<file path="src/verilog/dual_timer_consts.vh">
// constants for the dual timer block: offsets, field positions, reset values
`ifndef DUAL_TIMER_CONSTS_VH
`define DUAL_TIMER_CONSTS_VH

// word offsets per timer (byte address = 4 * index), timer b adds the stride
`define TMR_EVT_IRQ_IDX     4'h0
`define TMR_PRESCALE_IDX    4'h1
`define TMR_MODE_CLK_IDX    4'h2
`define TMR_CAP_OUT_IDX     4'h3
`define TMR_COUNT_IDX       4'h4
`define TMR_MATCH1_IDX      4'h5
`define TMR_MATCH2_IDX      4'h6
`define TMR_CAPT1_IDX       4'h7
`define TMR_CAPT2_IDX       4'h8
`define TMR_B_BASE          4'h9
`define PAIR_CTRL_IDX       5'h12

// event / irq control fields
`define EV_OVF_IE           7
`define EV_SEC_IE           6
`define EV_CAP1_IE          5
`define EV_CMP1_IE          4
`define EV_OVF_F            3
`define EV_SEC_F            2
`define EV_CAP1_F           1
`define EV_CMP1_F           0

// mode / clock fields
`define MC_MODE             7
`define MC_OEN              6
`define MC_EXTERNAL_CLOCK_ENABLE           5
`define MC_CAP2EN           4
`define MC_CAP1EN           3
`define MC_EXTERNAL_CLOCK_EDGE_SELECT          2
`define MC_CAPRST           1
`define MC_RUN              0

// capture / output fields
`define CO_FORCE_HI         6
`define CO_FORCE_LO         5
`define CO_TIE              4
`define CO_EDG2_HI          3
`define CO_EDG2_LO          2
`define CO_EDG1_HI          1
`define CO_EDG1_LO          0

// pair control fields
`define PC_B_IE             5
`define PC_A_IE             4
`define PC_B_CLR            1
`define PC_A_CLR            0

// edge codes and reset values
`define EDGE_FALL           2'h0
`define EDGE_RISE           2'h1
`define CFG_RST             8'h00
`define CNT_WIDTH           16
`define CNT_RST             16'h0000

`endif

</file>
<file path="src/verilog/dual_timer_capture_compare_pwm.v">
// two identical capture/compare/pwm timers behind an avalon-mm slave
// Behaviour
// - overflow irq enable gates overflow interrupt
// - overflow sets sticky flag until software clears
// - second enable gates match2 or capture2 irq
// - second flag set by match2 or capture2
// - capture1 sets sticky flag, enable gates irq
// - match1 sets sticky flag, enable gates irq
// - four-bit prescaler divides by two power n
// - output enable lets timer drive output pin
// - external clock enable selects pin clock
// - external edge select rising/falling, else ignored
// - capture1 input enable routes capture1 pin
// - capture-clears-counter bit clears on capture1
// - run enable runs timer, off gates clock
// - force-high write one sets output, reads zero
// - force-low write one clears output, reads zero; force-high wins when both bits are written
// - tie bit feeds capture1 pin into capture2
// - capture2 edge: 00 fall, 01 rise, else both
// - capture1 edge: 00 fall, 01 rise, else both
// - pair control holds per-timer irq enables
// - per-timer clear bit zeroes counter, reads zero
//
// Our own choices: the placing of the registers and the Avalon-MM register port.
`timescale 1ns/1ps
`include "dual_timer_consts.vh"

// per timer: +0 events, +1 prescale, +2 mode, +3 capture/output,
// +4 count, +5/+6 match, +7/+8 capture; timer b from its own base
// pins are taken as already synchronous to i_ref_clk
// every register clears on reset; the counter is 16 bits wide

module dual_timer_capture_compare_pwm (
    input  wire        i_ref_clk,
    input  wire        i_reset,
    input  wire [6:0]  i_avs_address,
    input  wire        i_avs_read,
    input  wire        i_avs_write,
    input  wire [31:0] i_avs_writedata,
    input  wire [3:0]  i_avs_byteenable,
    output wire [31:0] o_avs_readdata,
    output wire        o_avs_waitrequest,
    input  wire [1:0]  i_timer_external_clock_pin,
    input  wire [1:0]  i_first_capture_pin,
    input  wire [1:0]  i_second_capture_pin,
    output wire [1:0]  o_timer_output_pin,
    output wire [1:0]  o_timer_output_pin_oe_n,
    output wire [1:0]  o_timer_irq
);

    ////////////////////////////////////////////////////////////////////////
    // bus slave: one wait cycle on every access, then a single-cycle ack
    // the wait cycle buys a registered read path for half the bus rate
    // only byte lane 0 qualifies a write
    reg         ack_ff;
    reg  [31:0] rdata_ff;
    wire        req      = i_avs_read | i_avs_write;
    wire        wr_take  = i_avs_write & ack_ff & i_avs_byteenable[0];
    wire [4:0]  word_idx = i_avs_address[6:2];

    assign o_avs_waitrequest = req & ~ack_ff;
    assign o_avs_readdata    = rdata_ff;

    // ack toggles so back-to-back requests each see a wait cycle
    // a request held past its ack starts a fresh access
    always @(posedge i_ref_clk) begin
        if (i_reset) begin
            ack_ff <= 1'b0;
        end else begin
            ack_ff <= req & ~ack_ff;
        end
    end

    ////////////////////////////////////////////////////////////////////////
    // pair control: irq enables stored, clear bits are write pulses only
    // clears are never stored, so they read back as zero
    reg  [1:0] pair_ie_ff;
    wire       pair_wr = wr_take & (word_idx == `PAIR_CTRL_IDX);
    wire [1:0] clr_pulse = pair_wr ?
        {i_avs_writedata[`PC_B_CLR], i_avs_writedata[`PC_A_CLR]} : 2'b00;

    always @(posedge i_ref_clk) begin
        if (i_reset) begin
            pair_ie_ff <= 2'b00;
        end else if (pair_wr) begin
            pair_ie_ff <= {i_avs_writedata[`PC_B_IE], i_avs_writedata[`PC_A_IE]};
        end
    end

    // per-timer read values collected for the read mux
    // index 0 is timer a, index 1 is timer b
    wire [7:0]  rd_evt   [0:1];
    wire [7:0]  rd_psc   [0:1];
    wire [7:0]  rd_mc    [0:1];
    wire [7:0]  rd_co    [0:1];
    wire [15:0] rd_cnt   [0:1];
    wire [15:0] rd_m1    [0:1];
    wire [15:0] rd_m2    [0:1];
    wire [15:0] rd_c1    [0:1];
    wire [15:0] rd_c2    [0:1];

    ////////////////////////////////////////////////////////////////////////
    genvar t;
    generate
        for (t = 0; t < 2; t = t + 1) begin : g_tmr
            // decode relative to this timer's base; strobes last one cycle
            // configuration registers use the low byte, match registers the low half-word
            wire [4:0] base = (t == 0) ? 5'h00 : {1'b0, `TMR_B_BASE};
            wire [4:0] rel  = word_idx - base;
            wire       hit  = (word_idx >= base) && (rel <= {1'b0, `TMR_CAPT2_IDX});
            wire       w_ev = wr_take & hit & (rel == {1'b0, `TMR_EVT_IRQ_IDX});
            wire       w_ps = wr_take & hit & (rel == {1'b0, `TMR_PRESCALE_IDX});
            wire       w_mc = wr_take & hit & (rel == {1'b0, `TMR_MODE_CLK_IDX});
            wire       w_co = wr_take & hit & (rel == {1'b0, `TMR_CAP_OUT_IDX});
            wire       w_m1 = wr_take & hit & (rel == {1'b0, `TMR_MATCH1_IDX});
            wire       w_m2 = wr_take & hit & (rel == {1'b0, `TMR_MATCH2_IDX});
            wire [7:0] wd   = i_avs_writedata[7:0];

            // per-timer state
            reg  [3:0]  ie_ff;
            reg  [3:0]  flag_ff;
            reg  [3:0]  psc_ff;
            reg  [7:0]  mc_ff;
            reg  [4:0]  co_ff;
            reg  [15:0] cnt_ff;
            reg  [15:0] m1_ff;
            reg  [15:0] m2_ff;
            reg  [15:0] c1_ff;
            reg  [15:0] c2_ff;

            // prescaler, output and pin history
            reg  [14:0] div_ff;
            reg         out_ff;
            reg         ext_d_ff;
            reg         cp1_d_ff;
            reg         cp2_d_ff;

            wire mode_cc = mc_ff[`MC_MODE];
            wire run     = mc_ff[`MC_RUN];

            // external clock edge, edge select only matters when selected
            // a pulse shorter than one clock is lost
            // the mode and run bits above steer the whole timer
            wire ext_pin  = i_timer_external_clock_pin[t];
            wire ext_edge = mc_ff[`MC_EXTERNAL_CLOCK_EDGE_SELECT] ? (ext_d_ff & ~ext_pin)
                                               : (~ext_d_ff & ext_pin);
            wire src_tick = mc_ff[`MC_EXTERNAL_CLOCK_ENABLE] ? ext_edge : 1'b1;

            // prescaler: terminal count 2^n - 1, code 0 passes every tick
            // the divider restarts from zero whenever the timer stops
            wire [15:0] div_one = 16'h0001 << psc_ff;
            wire [14:0] div_tc  = div_one[14:0] - 15'h0001;
            wire        pre_tick = run & src_tick & (div_ff == div_tc);

            // capture inputs; tie steers pin 1 to capture 2
            wire cp1_in  = i_first_capture_pin[t];
            wire cp2_src = co_ff[`CO_TIE] ? i_first_capture_pin[t]
                                          : i_second_capture_pin[t];
            wire cp2_in  = cp2_src;

            // enables gate edges, not pins: no fake edge on enable
            wire cp1_en = mc_ff[`MC_CAP1EN];
            wire cp2_en = mc_ff[`MC_CAP2EN];
            wire cp1_r = cp1_en & ~cp1_d_ff & cp1_in;
            wire cp1_f = cp1_en & cp1_d_ff & ~cp1_in;
            wire cp2_r = cp2_en & ~cp2_d_ff & cp2_in;
            wire cp2_f = cp2_en & cp2_d_ff & ~cp2_in;
            wire cap1_ev = (co_ff[1:0] == `EDGE_FALL) ? cp1_f :
                           (co_ff[1:0] == `EDGE_RISE) ? cp1_r : (cp1_f | cp1_r);
            wire cap2_ev = (co_ff[3:2] == `EDGE_FALL) ? cp2_f :
                           (co_ff[3:2] == `EDGE_RISE) ? cp2_r : (cp2_f | cp2_r);

            // counter events; qualified by the tick so that a match is
            // flagged once per pass, not on every system clock
            wire ovf_ev  = pre_tick & (cnt_ff == 16'hffff);
            wire m1_ev   = pre_tick & (cnt_ff == m1_ff);
            wire m2_ev   = pre_tick & (cnt_ff == m2_ff);
            wire c1_ev   = mode_cc & cap1_ev;
            wire c2_ev   = mode_cc & cap2_ev;
            wire sec_ev  = mode_cc ? c2_ev : m2_ev;
            // same bit order as the flag field
            wire [3:0] set_v = {ovf_ev, sec_ev, c1_ev, m1_ev};

            // edge history samples the pins (capture 2 after the tie select) every clock, timer on or off,
            // so re-enabling a timer or an input sees no stale edge
            always @(posedge i_ref_clk) begin
                if (i_reset) begin
                    ext_d_ff <= 1'b0;
                    cp1_d_ff <= 1'b0;
                    cp2_d_ff <= 1'b0;
                end else begin
                    ext_d_ff <= ext_pin;
                    cp1_d_ff <= cp1_in;
                    cp2_d_ff <= cp2_in;
                end
            end

            // configuration registers
            // match values take the low half-word
            always @(posedge i_ref_clk) begin
                if (i_reset) begin
                    ie_ff  <= 4'h0;
                    psc_ff <= 4'h0;
                    mc_ff  <= `CFG_RST;
                    co_ff  <= 5'h00;
                    m1_ff  <= `CNT_RST;
                    m2_ff  <= `CNT_RST;
                end else begin
                    if (w_ev) ie_ff  <= wd[7:4];
                    if (w_ps) psc_ff <= wd[3:0];
                    if (w_mc) mc_ff  <= wd;
                    if (w_co) co_ff  <= wd[4:0];
                    if (w_m1) m1_ff  <= i_avs_writedata[15:0];
                    if (w_m2) m2_ff  <= i_avs_writedata[15:0];
                end
            end

            // sticky flags: writing one clears, a same-cycle event still wins
            always @(posedge i_ref_clk) begin
                if (i_reset) begin
                    flag_ff <= 4'h0;
                end else begin
                    flag_ff <= ((w_ev ? (flag_ff & ~wd[3:0]) : flag_ff)
                               | set_v);
                end
            end

            // prescaler and counter; disabled timer zeroes the divider and holds the count
            always @(posedge i_ref_clk) begin
                if (i_reset) begin
                    div_ff <= 15'h0000;
                    cnt_ff <= `CNT_RST;
                end else begin
                    if (!run) begin
                        div_ff <= 15'h0000;
                    end else if (src_tick) begin
                        div_ff <= pre_tick ? 15'h0000 : div_ff + 15'h0001;
                    end
                    if (clr_pulse[t]) begin
                        cnt_ff <= `CNT_RST;
                    end else if (c1_ev & mc_ff[`MC_CAPRST]) begin
                        cnt_ff <= `CNT_RST;
                    end else if (pre_tick) begin
                        cnt_ff <= cnt_ff + 16'h0001;
                    end
                end
            end

            // capture latches
            // a latch takes the count as it stood before the event
            always @(posedge i_ref_clk) begin
                if (i_reset) begin
                    c1_ff <= `CNT_RST;
                    c2_ff <= `CNT_RST;
                end else begin
                    if (c1_ev) c1_ff <= cnt_ff;
                    if (c2_ev) c2_ff <= cnt_ff;
                end
            end

            // output: force bits override, pwm sets on wrap, clears on match1
            // in capture mode only the force bits move the pin
            always @(posedge i_ref_clk) begin
                if (i_reset) begin
                    out_ff <= 1'b0;
                end else if (w_co & wd[`CO_FORCE_HI]) begin
                    out_ff <= 1'b1;
                end else if (w_co & wd[`CO_FORCE_LO]) begin
                    out_ff <= 1'b0;
                end else if (!mode_cc & m1_ev) begin
                    out_ff <= 1'b0;
                end else if (!mode_cc & ovf_ev) begin
                    out_ff <= 1'b1;
                end
            end

            assign o_timer_output_pin[t]      = out_ff;
            assign o_timer_output_pin_oe_n[t] = ~mc_ff[`MC_OEN];
            assign o_timer_irq[t] = pair_ie_ff[t] & |(ie_ff & flag_ff);

            // read values; override bits are write-only
            // oe_n above is low while the timer drives its pin
            assign rd_evt[t] = {ie_ff, flag_ff};
            assign rd_psc[t] = {4'h0, psc_ff};
            assign rd_mc[t]  = mc_ff;
            assign rd_co[t]  = {3'h0, co_ff};
            assign rd_cnt[t] = cnt_ff;
            assign rd_m1[t]  = m1_ff;
            assign rd_m2[t]  = m2_ff;
            assign rd_c1[t]  = c1_ff;
            assign rd_c2[t]  = c2_ff;
        end
    endgenerate

    ////////////////////////////////////////////////////////////////////////
    // read mux; unmapped words read zero
    // sel picks the timer, rel_idx the word within its map
    // words above pair control read zero and drop writes
    reg        sel;
    reg  [4:0] rel_idx;
    reg [31:0] nxt_rdata;
    always @* begin
        sel       = (word_idx >= {1'b0, `TMR_B_BASE});
        rel_idx   = sel ? (word_idx - {1'b0, `TMR_B_BASE}) : word_idx;
        nxt_rdata = 32'h0000_0000;
        if (word_idx == `PAIR_CTRL_IDX) begin
            nxt_rdata = {26'h0, pair_ie_ff, 4'h0};
        end else if (word_idx > `PAIR_CTRL_IDX) begin
            nxt_rdata = 32'h0000_0000;
        end else if (rel_idx == {1'b0, `TMR_EVT_IRQ_IDX}) begin
            nxt_rdata = {24'h0, rd_evt[sel]};
        end else if (rel_idx == {1'b0, `TMR_PRESCALE_IDX}) begin
            nxt_rdata = {24'h0, rd_psc[sel]};
        end else if (rel_idx == {1'b0, `TMR_MODE_CLK_IDX}) begin
            nxt_rdata = {24'h0, rd_mc[sel]};
        end else if (rel_idx == {1'b0, `TMR_CAP_OUT_IDX}) begin
            nxt_rdata = {24'h0, rd_co[sel]};
        end else if (rel_idx == {1'b0, `TMR_COUNT_IDX}) begin
            nxt_rdata = {16'h0, rd_cnt[sel]};
        end else if (rel_idx == {1'b0, `TMR_MATCH1_IDX}) begin
            nxt_rdata = {16'h0, rd_m1[sel]};
        end else if (rel_idx == {1'b0, `TMR_MATCH2_IDX}) begin
            nxt_rdata = {16'h0, rd_m2[sel]};
        end else if (rel_idx == {1'b0, `TMR_CAPT1_IDX}) begin
            nxt_rdata = {16'h0, rd_c1[sel]};
        end else if (rel_idx == {1'b0, `TMR_CAPT2_IDX}) begin
            nxt_rdata = {16'h0, rd_c2[sel]};
        end
    end

    // read data registered in the wait cycle, valid when waitrequest drops
    // it then holds until the next read
    always @(posedge i_ref_clk) begin
        if (i_reset) begin
            rdata_ff <= 32'h0000_0000;
        end else if (i_avs_read & ~ack_ff) begin
            rdata_ff <= nxt_rdata;
        end
    end

endmodule // dual_timer_capture_compare_pwm

</file>
<file path="config.mk">
export PLATFORM = sky130hd
export DESIGN_NAME = dual_timer_capture_compare_pwm
export DESIGN_NICKNAME = d
export VERILOG_FILES = /design/src/verilog/dual_timer_capture_compare_pwm.v
export VERILOG_INCLUDE_DIRS = /design/src /design/src/verilog
export SDC_FILE = /design/constraint.sdc
export NUM_CORES = 1
export LEC_CHECK = 0
export BUFFER_PORTS_ARGS = -buffer_cell sky130_fd_sc_hd__buf_2
export CAP_MARGIN = 10
export CORE_ASPECT_RATIO = 0.5
export CORE_MARGIN = 5
export CORE_UTILIZATION = 60
export CTS_CLUSTER_DIAMETER = 120
export CTS_CLUSTER_SIZE = 40
export DETAILED_ROUTE_END_ITERATION = 12
export PLACE_DENSITY = 0.81
export SKIP_LAST_GASP = 1
export SYNTH_ARGS = -nofsm -noshare
export SYNTH_HDL_FRONTEND = slang
export SYNTH_SLANG_ARGS = --single-unit
</file>
<file path="constraint.sdc">
create_clock -name i_ref_clk -period 4.55 [get_ports i_ref_clk]
set_input_delay 0.2275 -clock i_ref_clk [delete_from_list [all_inputs] [get_ports i_ref_clk]]
set_output_delay 0.2275 -clock i_ref_clk [all_outputs]
set_load 0.02 [all_outputs]
</file>
==> run metrics <==
Synth top cells by count nand2_1, dfxtp_1, nor2_1; DRC Markers 0; Max Clock Skew 50.7 ps; setup slack at placement 801 ps; largest net degree at the start of global routing 119; synthesis-stage register bit count 267; initial antenna violation count 0; setup violators final 0; CP startpoint kind flop; CTS Sinks 267; RSZ-0062 raised after global routing no; IO buf count 54; DR vias 13500; std cell rows 40; peak supply drop 0.247 mV; crit-path cells nor2_1 -> nand3b_1 -> ha_1 -> or4_4 -> a21boi_0 -> a211o_1 -> a222oi_1 -> nand4_1 -> buf_4 -> or4_1 -> a21oi_1; Mean Syn Cell Area 8.01 µm²; Min-Delay Startpoint i_avs_writedata[13]; Reg2Reg Launch Point g_tmr[0].psc_ff[2]; Crit-path slowest cell dfxtp_1; Placement Cell Area 15000 µm²; number of routed nets with antenna violations 0; Max Cap Violations 0; Worst-path clk slew 140 ps; CTS H-tree lvls 1; largest fanout on the critical path 32; Tmin final 3870 ps; Final Hold Slack 11.3 ps; Power Density 253 nW/µm²; leakage 6.19 nW; vias in the first global route 12100; Syn Inst Count 1843; Tightest Hold Check Type in2reg; Die Area 28000 µm²; mux cell area share after synthesis 12.1%; crit path DAT 4300 ps; CTS tree yes; GPL Wtd Cong 0.960; Async SR Flop Fraction 0%; mapped cell area 14800 µm²; Synth area leader dfxtp_1; ANT cells 0; Cells after DPL 2093; Wirelength per Cell 20.5 µm; flop2flop setup slack 680 ps; Clock Latency Late Sink 520 ps; Crit Path Class reg2reg; Initial Util 61.2%; Synth Area in Adders 0.932%; die width 232 µm; die height 121 µm; clock buffer count from CTS 10; Critical Path Max Stage Delay 870 ps; clk buf depth 3; final setup margin 680 ps; Final Hold Fails 0; via density per instance 6.39; Crit path required time 4980 ps; R2R cell count 11; Max Transition Viols Final 0; FF-to-FF End g_tmr[0].cnt_ff[11]; Routed WL 43.3 mm; Final Power 3.89 mW; Final Util 63.7%; synth top area cells dfxtp_1, mux2i_1, nand2_1; number of I/O pins 92; core area 24100 µm²; post-route cell area 15400 µm²; main flop type after synthesis dfxtp_1; share of post-route cells with drive strength above 1 7.71%; compound-cell area share of the yosys netlist 14.6%; DRT Pass-1 Iters 6; Crit. End Element flop; final std cells w/o fill 2113; Worst Setup SP g_tmr[0].psc_ff[2]; worst slew pin tran 1220 ps; main combinational cell family by area after synthesis simple AND/OR/NAND/NOR gates; most frequent cell after synthesis nand2_1; post_cts resized 0; CTS root buf clkbuf_16; Simple-Gate Fraction of Synth Area 23.7%; final period utilization 85.1%; first-pass GRT wire length 67.3 mm; GRT Overall Usage 29.6%; Slew HR 18.3%; Peak Freq 258 MHz; xor and xnor area share after synthesis 6.52%; final net count 1841; count of cell types in the netlist 75; Post-synth EDFFs 0; HPWL Detailed 29.2 mm; crit path to g_tmr[0].cnt_ff[11]; total number of yosys warnings 0; DR iter-0 viols 2130; Yosys top cell area share 36.2%; Setup TNS 0 ps; Synth-to-Final Area Change 4.07%; GRT Residual Overflow 0; status finished, final reports clean; register area share after synthesis 36.2%
-- power breakdown --
part	switching [mW]	total [mW]	internal [mW]	leakage (nW)
logic	0.247	0.344	0.0968	3.90
clock network	0.748	1.19	0.446	0.142
registers	0.00675	2.35	2.35	2.15
total	1.00	3.89	2.89	6.19
-- flip-flops by register name (all words and copies together), names as in the netlist, 10 cells and up --
name and flops:
g_tmr.m1_ff 32, g_tmr.cnt_ff 32, g_tmr.c1_ff 32, g_tmr.m2_ff 32
g_tmr.c2_ff 32, g_tmr.mc_ff 16, g_tmr.co_ff 10, g_tmr.div_ff 30
o_avs_readdata 16
-- per-layer routing --
metal,GRT usage (%),wire [µm],up-vias
met5,0,0,-
li1,-,-,6271
met2,45.8,18400,810
met4,9.37,1540,0
met3,5.12,5280,121
met1,42.2,18000,6295
-- worst min path at each step --
stage	depth (start not counted)	endpoint	slack (ps)
floorplan	1	g_tmr[0].cp1_d_ff	360
global placement	2	g_tmr[1].mc_ff[0]	440
detailed placement	2	g_tmr[1].mc_ff[0]	450
CTS	3	g_tmr[0].m2_ff[12]	5
global route	3	g_tmr[0].m1_ff[15]	5
finish	3	g_tmr[0].m1_ff[13]	10
-- final cells by class --
type	count	area (µm²)
multi-input cells	1386	8680
well taps	336	420
clock buffers	11	275
repair buffers	87	544
flip-flops and latches	267	5350
inverters	25	93.8
clock inverters	1	16.3
fillers	2074	8750
-- timing repair --
item / CTS / global route
hold endpoints to repair: 10 / 0
buffers inserted: 0 / 0
hold buffers: 8 / 0
-- critical path: cells and delay by family, from the launching register on --
kind	cells	cell delay [ps]
simple gates	5	1250
compound gates	4	900
fa+ha+maj	1	490
flops	1	870
buf+inv	1	260
-- cell usage in the layout, fill, tap and decap left out, drive strengths merged, types with 9 or more instances in the layout --
| master | netlist | layout |
|---|---|---|
| clkbuf | 126 | 11 |
| o221ai | 10 | 10 |
| nand4 | 30 | 30 |
| or3 | 14 | 14 |
| or4 | 13 | 13 |
| buf | 54 | 79 |
| a22oi | 9 | 9 |
| o211ai | 11 | 11 |
| o31ai | 15 | 15 |
| a31oi | 12 | 12 |
| nor2b | 15 | 15 |
| nand2b | 24 | 24 |
| and3 | 12 | 12 |
| nand2 | 283 | 283 |
| o21ai | 34 | 34 |
| inv | 25 | 25 |
| ha | 11 | 11 |
| nor3 | 32 | 32 |
| nor4 | 26 | 26 |
| mux2i | 150 | 150 |
| a21oi | 135 | 135 |
| dfxtp | 267 | 267 |
| xnor2 | 21 | 21 |
| o22ai | 12 | 12 |
| a221oi | 12 | 12 |
| conb | 1 | 16 |
| xor2 | 89 | 89 |
| nand3 | 72 | 72 |
| mux4 | 13 | 13 |
| nor2 | 200 | 200 |
-- kinds of logic after synthesis --
| family | after synthesis |
|---|---|
| XOR/XNOR | 110 |
| AO/OA/AOI/OAI | 330 |
| flip-flops | 267 |
| multiplexers | 163 |
| other | 1 |
| AND/OR/NAND/NOR | 756 |
| buffers and inverters | 205 |
| adder cells (fa/ha/maj) | 11 |
Power figures use the tool's default switching activity.
